### src/verilog/diag_status_pkg.sv
// Addresses, field layouts and reset values of the diag status bank.
`default_nettype none
package diag_status_pkg;
    localparam logic [6:0] ADDR_OV_FLAGS = 7'h52;
    localparam logic [6:0] ADDR_DELAY_HB1 = 7'h53;
    localparam logic [6:0] ADDR_DELAY_HB2 = 7'h54;
    localparam logic [6:0] ADDR_DELAY_HB3 = 7'h55;
    localparam int OV_FLAG_COUNT = 6;
    localparam int ON_LSB = 0;
    localparam int OFF_LSB = 8;
    localparam int COUNT_WIDTH = 6;
    localparam int HB_COUNT = 3;
    localparam logic [15:0] REG_RESET = 16'h0000;
    localparam logic [15:0] OV_FLAG_MASK = 16'h003f;
    localparam logic [15:0] DELAY_MASK = 16'h3f3f;
    localparam real COUNT_STEP_NS = 53.3;
endpackage
`default_nettype wire

### src/verilog/gate_driver_diag_status_regs.sv
// Read-only diagnostic status registers of the half-bridge gate driver.
`default_nettype none
// What this block does
// - Six overvoltage flags sit in bits 0 to 5, high then low side.
// - Each flag is sticky and a read returns it and then clears it.
// - Power-on or soft reset zeroes the whole overvoltage register.
// - A restart zeroes overvoltage bits 15 and 14 and keeps the flags.
// - Bridge 1 turn-on delay count is reported in bits 5 to 0.
// - Bridge 1 turn-off delay count is reported in bits 13 to 8.
// - Bridge 2 reports turn-on in bits 5 to 0, turn-off in bits 13 to 8.
// - Bridge 3 reports turn-off in bits 13 to 8, turn-on in bits 5 to 0.
// - Delay register bits 15, 14, 7 and 6 always read zero.
// - Host writes never change the delay registers.
// - Reset zeroes delays; restart zeroes only reserved bits.
// - Delay registers of bridges 1 to 3 are at addresses 0x53 to 0x55.
// - Overvoltage register sits at 0x52, its bits 15 and 14 read zero.
//
// All registers are read-only from the host side. The write strobe and the
// write data are accepted on the ports only so that the bus looks complete;
// nothing in this block ever samples them into state.
//
// Reads are answered one cycle after the strobe with a one-cycle valid
// pulse. Back-to-back reads are allowed, one answer per strobe.
module gate_driver_diag_status_regs
    import diag_status_pkg::*;
(
    input wire logic core_clk,
    input wire logic rst_b,
    input wire logic soft_reset,
    input wire logic restart,
    input wire logic [5:0] ov_detect,
    input wire logic [2:0] meas_valid,
    input wire logic [17:0] meas_on_count,
    input wire logic [17:0] meas_off_count,
    input wire logic rd_en,
    input wire logic wr_en,
    input wire logic [6:0] addr,
    input wire logic [15:0] wr_data,
    output logic [15:0] rd_data_ff,
    output logic rd_valid_ff
);
    logic [15:0] ov_ff, nxt_ov;
    logic [15:0] dly_ff [HB_COUNT];
    logic [15:0] nxt_dly [HB_COUNT];
    logic [15:0] nxt_rd_data;
    logic nxt_rd_valid;
    logic ov_read;

    function automatic logic [15:0] pack_delay(input logic [5:0] on_c,
                                               input logic [5:0] off_c);
        // Starting from zero keeps the reserved gaps clear by construction.
        pack_delay = REG_RESET;
        pack_delay[ON_LSB +: COUNT_WIDTH] = on_c;
        pack_delay[OFF_LSB +: COUNT_WIDTH] = off_c;
    endfunction

    assign ov_read = rd_en && (addr == ADDR_OV_FLAGS);

    always_comb begin
        // Detection wins over the read clear so a fault in that cycle stays.
        nxt_ov = ov_read ? REG_RESET : ov_ff;
        nxt_ov = nxt_ov | ({10'h000, ov_detect} & OV_FLAG_MASK);
        if (soft_reset) begin
            nxt_ov = REG_RESET;
        end else if (restart) begin
            // A restart must not swallow a fault seen in the same cycle.
            nxt_ov = nxt_ov & OV_FLAG_MASK;
        end
        for (int i = 0; i < HB_COUNT; i++) begin
            // The write port is deliberately ignored here.
            nxt_dly[i] = dly_ff[i] & DELAY_MASK;
            if (meas_valid[i]) begin
                nxt_dly[i] = pack_delay(meas_on_count[i*6 +: 6],
                                        meas_off_count[i*6 +: 6]);
            end
            if (soft_reset) begin
                nxt_dly[i] = REG_RESET;
            end else if (restart) begin
                nxt_dly[i] = dly_ff[i] & DELAY_MASK;
            end
        end
    end

    always_comb begin
        nxt_rd_valid = rd_en;
        nxt_rd_data = REG_RESET;
        if (rd_en) begin
            unique case (addr)
                ADDR_OV_FLAGS: nxt_rd_data = ov_ff & OV_FLAG_MASK;
                ADDR_DELAY_HB1: nxt_rd_data = dly_ff[0] & DELAY_MASK;
                ADDR_DELAY_HB2: nxt_rd_data = dly_ff[1] & DELAY_MASK;
                ADDR_DELAY_HB3: nxt_rd_data = dly_ff[2] & DELAY_MASK;
                default: nxt_rd_data = REG_RESET;
            endcase
        end
    end

    always_ff @(posedge core_clk or negedge rst_b) begin
        if (!rst_b) begin
            ov_ff <= REG_RESET;
            for (int i = 0; i < HB_COUNT; i++) begin
                dly_ff[i] <= REG_RESET;
            end
            rd_data_ff <= REG_RESET;
            rd_valid_ff <= 1'b0;
        end else begin
            ov_ff <= nxt_ov;
            for (int i = 0; i < HB_COUNT; i++) begin
                dly_ff[i] <= nxt_dly[i];
            end
            rd_data_ff <= nxt_rd_data;
            rd_valid_ff <= nxt_rd_valid;
        end
    end
endmodule // gate_driver_diag_status_regs
`default_nettype wire

### config.mk
export PLATFORM = sky130hd
export DESIGN_NAME = gate_driver_diag_status_regs
export DESIGN_NICKNAME = d
export VERILOG_FILES = /design/src/verilog/diag_status_pkg.sv /design/src/verilog/gate_driver_diag_status_regs.sv
export SDC_FILE = /design/constraint.sdc
export NUM_CORES = 1
export LEC_CHECK = 0
export BUFFER_PORTS_ARGS = -buffer_cell sky130_fd_sc_hd__buf_2
export CELL_PAD_IN_SITES_DETAIL_PLACEMENT = 0
export CELL_PAD_IN_SITES_GLOBAL_PLACEMENT = 1
export CORE_ASPECT_RATIO = 1.4
export CORE_MARGIN = 2
export CORE_UTILIZATION = 39
export CTS_CLUSTER_DIAMETER = 200
export DETAILED_ROUTE_END_ITERATION = 16
export PLACE_DENSITY_LB_ADDON = 0.1
export SLEW_MARGIN = 5
export SYNTH_ARGS = -nofsm -noshare
export SYNTH_HDL_FRONTEND = slang
export SYNTH_SLANG_ARGS = --single-unit
### constraint.sdc
create_clock -name core_clk -period 2.6 [get_ports core_clk]
set_input_delay 0.39 -clock core_clk [delete_from_list [all_inputs] [get_ports core_clk]]
set_output_delay 0.39 -clock core_clk [all_outputs]
set_load 0.02 [all_outputs]
==> run summary <==
Placed Cells: 386
CP startpoint kind: input port
CP endpoint kind: flip-flop
largest fanout on the critical path: 20
Final Setup Violations: 0
Die Area: 6950 um^2
total number of vias: 1,946
Final ANT Viol Nets: 0
slowest stage delay, CP: 0.45 ns
clk_lat worst skew: 0.31 ns
layout cells sized above 1: 0.252
met3 usage: 0.0268
Leakage: 1.45 nW
Period Utilization, post-route: 0.508
clk buf depth: 2
Crit-path slowest cell: buf_2
Unique masters post-synth: 20
Mapped Cells: 257
CP Class: in -> reg
Clk pin slew, worst setup/hold paths: 0.10 ns
Iter 0 DRT Violations: 175
fin. max-slew vios: 0
reg2reg path depth: 3
Slew @ Worst Pin: 0.823 ns
Vias/cell: 4.94
total routed wirelength: 5790 um
Non-Filler Instances: 394
grt met2 use: 0.273
num ports: 91
end of the worst register-to-register path: rd_data_ff[10]
vias in the first global route: 1,906
Max-Cap Viols: 0
Syn Area/Cell: 9.55 um^2
Min-Delay Path Class: in -> async
Inserted Clock Buffers: 5
fmax: 757 MHz
Layout Skew: 0.00859 ns
post-synthesis cell area: 2450 um^2
total grt overflow: 0
Initial DRT Pass Iterations: 4
H-tree depth: 2
drt wl/cell: 14.7 um
largest net degree at the start of global routing: 43
reg2reg setup slack: 1.52 ns
Remaining DRCs: 0
Seq/Total Area, Yosys: 0.561
total track usage: 0.178
P&R area growth vs syn: 20.2%
setup bufs post-CTS: 0
Core Rows: 34
worst-path cell chain: buf_2, mux2_1, a22oi_1, nor2_1
setup TNS: 0 ns
GRT Max-Usage Layer: met2
RD Place Congestion: 0.710
Peak VDD IR: 0.275 mV
CTS tree: done
Synth Register Bits: 55
Initial Utilization: 0.398
clk root buf: clkbuf_8
worst rel slew slack: 0.451
Final Hold Fails: 0
most frequent cells in the layout: nand2_1 (73), buf_2 (69), dfrtp_1 (55)
first-pass GRT wire length: 9630 um
dpl hpwl: 3990 um
core area: 6170 um^2
GR Util met1: 0.262
Tmin final: 1.32 ns
Arr. time, crit path: 1.50 ns
Syn. warnings: 0
filler instances: 633
outcome: complete, no violations
Final nets: 395
Die Y: 97.9 um
Crit path required time: 2.78 ns
RSZ-0062 raised after global routing: no
ANT cells: 0
Hold Buf Count CTS: 0
worst r2r src: dly_ff[10]
commonest non-fill, non-tap cell in the layout: nand2_1
I/O Buffers: 69
cts repair resizes: 0
initial antenna violation count: 0
Die W: 71.1 um
PD cells: 569 nW/um^2
clk sink count: 55
-- how the worst max path moves through the flow --
stage / startpoint / endpoint / cells after the start
floorplan: addr[0] / rd_data_ff[12] / 4
global placement: addr[0] / ov_ff[4] / 4
detailed placement: addr[0] / ov_ff[2] / 4
CTS: addr[0] / ov_ff[2] / 4
global route: addr[0] / ov_ff[5] / 4
finish: addr[0] / rd_data_ff[10] / 4
-- worst max-delay path, delay by kind of cell --
kind / cells / cell delay, ns
buffers and inverters: 1 / 0.45
and+or+nand+nor: 1 / 0.06
AOI/OAI and AO/OA: 1 / 0.17
muxes: 1 / 0.41
-- Yosys cell counts --
| cell type | instances | area, um^2 |
|---|---|---|
| nand2_1 | 73 | 274 |
| dfrtp_1 | 55 | 1380 |
| a21oi_1 | 42 | 210 |
| mux2i_1 | 12 | 120 |
| nor2_1 | 12 | 45.0 |
| buf_2 | 7 | 35.0 |
| a22oi_1 | 6 | 45.0 |
| clkbuf_1 | 6 | 22.5 |
| inv_1 | 6 | 22.5 |
| mux2_1 | 6 | 67.6 |
| o21ai_1 | 6 | 30.0 |
| o22a_1 | 6 | 52.6 |
| buf_4 | 5 | 37.5 |
| nand2b_1 | 5 | 31.3 |
| nor2b_1 | 4 | 25.0 |
| nand4bb_1 | 2 | 22.5 |
| and3b_1 | 1 | 8.76 |
| buf_8 | 1 | 15.0 |
| conb_1 | 1 | 3.75 |
| nor4bb_1 | 1 | 10.0 |
-- sequential cells by signal, summed over array words and instances (netlist names) --
register     count
ov_ff            6
rd_valid_ff      1
dly_ff          36
rd_data_ff      12
-- layout make-up --
class	instances	area, um^2	share of cell area
well taps	72	90.1	0.0305
multi-input cells	180	957	0.324
repair buffers	73	388	0.131
inverters	6	22.5	0.00763
clock inverters	2	35.0	0.0119
flip-flops and latches	55	1380	0.466
clock buffers	6	82.6	0.0280
-- routing by layer --
| layer | up-vias | wire length [um] |
|---|---|---|
| met5 | - | 0 |
| met4 | 0 | 53 |
| met3 | 4 | 299 |
| met2 | 62 | 2660 |
| met1 | 909 | 2770 |
| li1 | 971 | - |
-- kinds of logic after synthesis --
kind of cell,after synthesis,share of synthesized area
compound gates,60,0.138
simple gates,98,0.170
mux,18,0.0765
flops,55,0.561
buf+inv,25,0.0540
other cells,1,0.00153
-- report_power, final --
group | total, mW | internal, mW | switching, mW
sequential | 0.902 | 0.886 | 0.0154
clock | 0.584 | 0.312 | 0.272
combinational | 0.193 | 0.0783 | 0.115
-- per-stage QoR --
stage          power (mW)   util  setup slack, ns  hold WS (ns)  instance area (um^2)
3_3_place_gp         1.11  0.459            0.913         0.454                  2830
6_report             1.68  0.478             1.28         0.107                  2950
2_1_floorplan        1.03      -             1.40        0.0944                  2470
5_1_grt              1.76  0.478             1.16         0.152                  2950
3_5_place_dp         1.11  0.459            0.929         0.467                  2830
4_1_cts              1.71  0.478             1.27         0.120                  2950
Power figures use the tool's default switching activity.
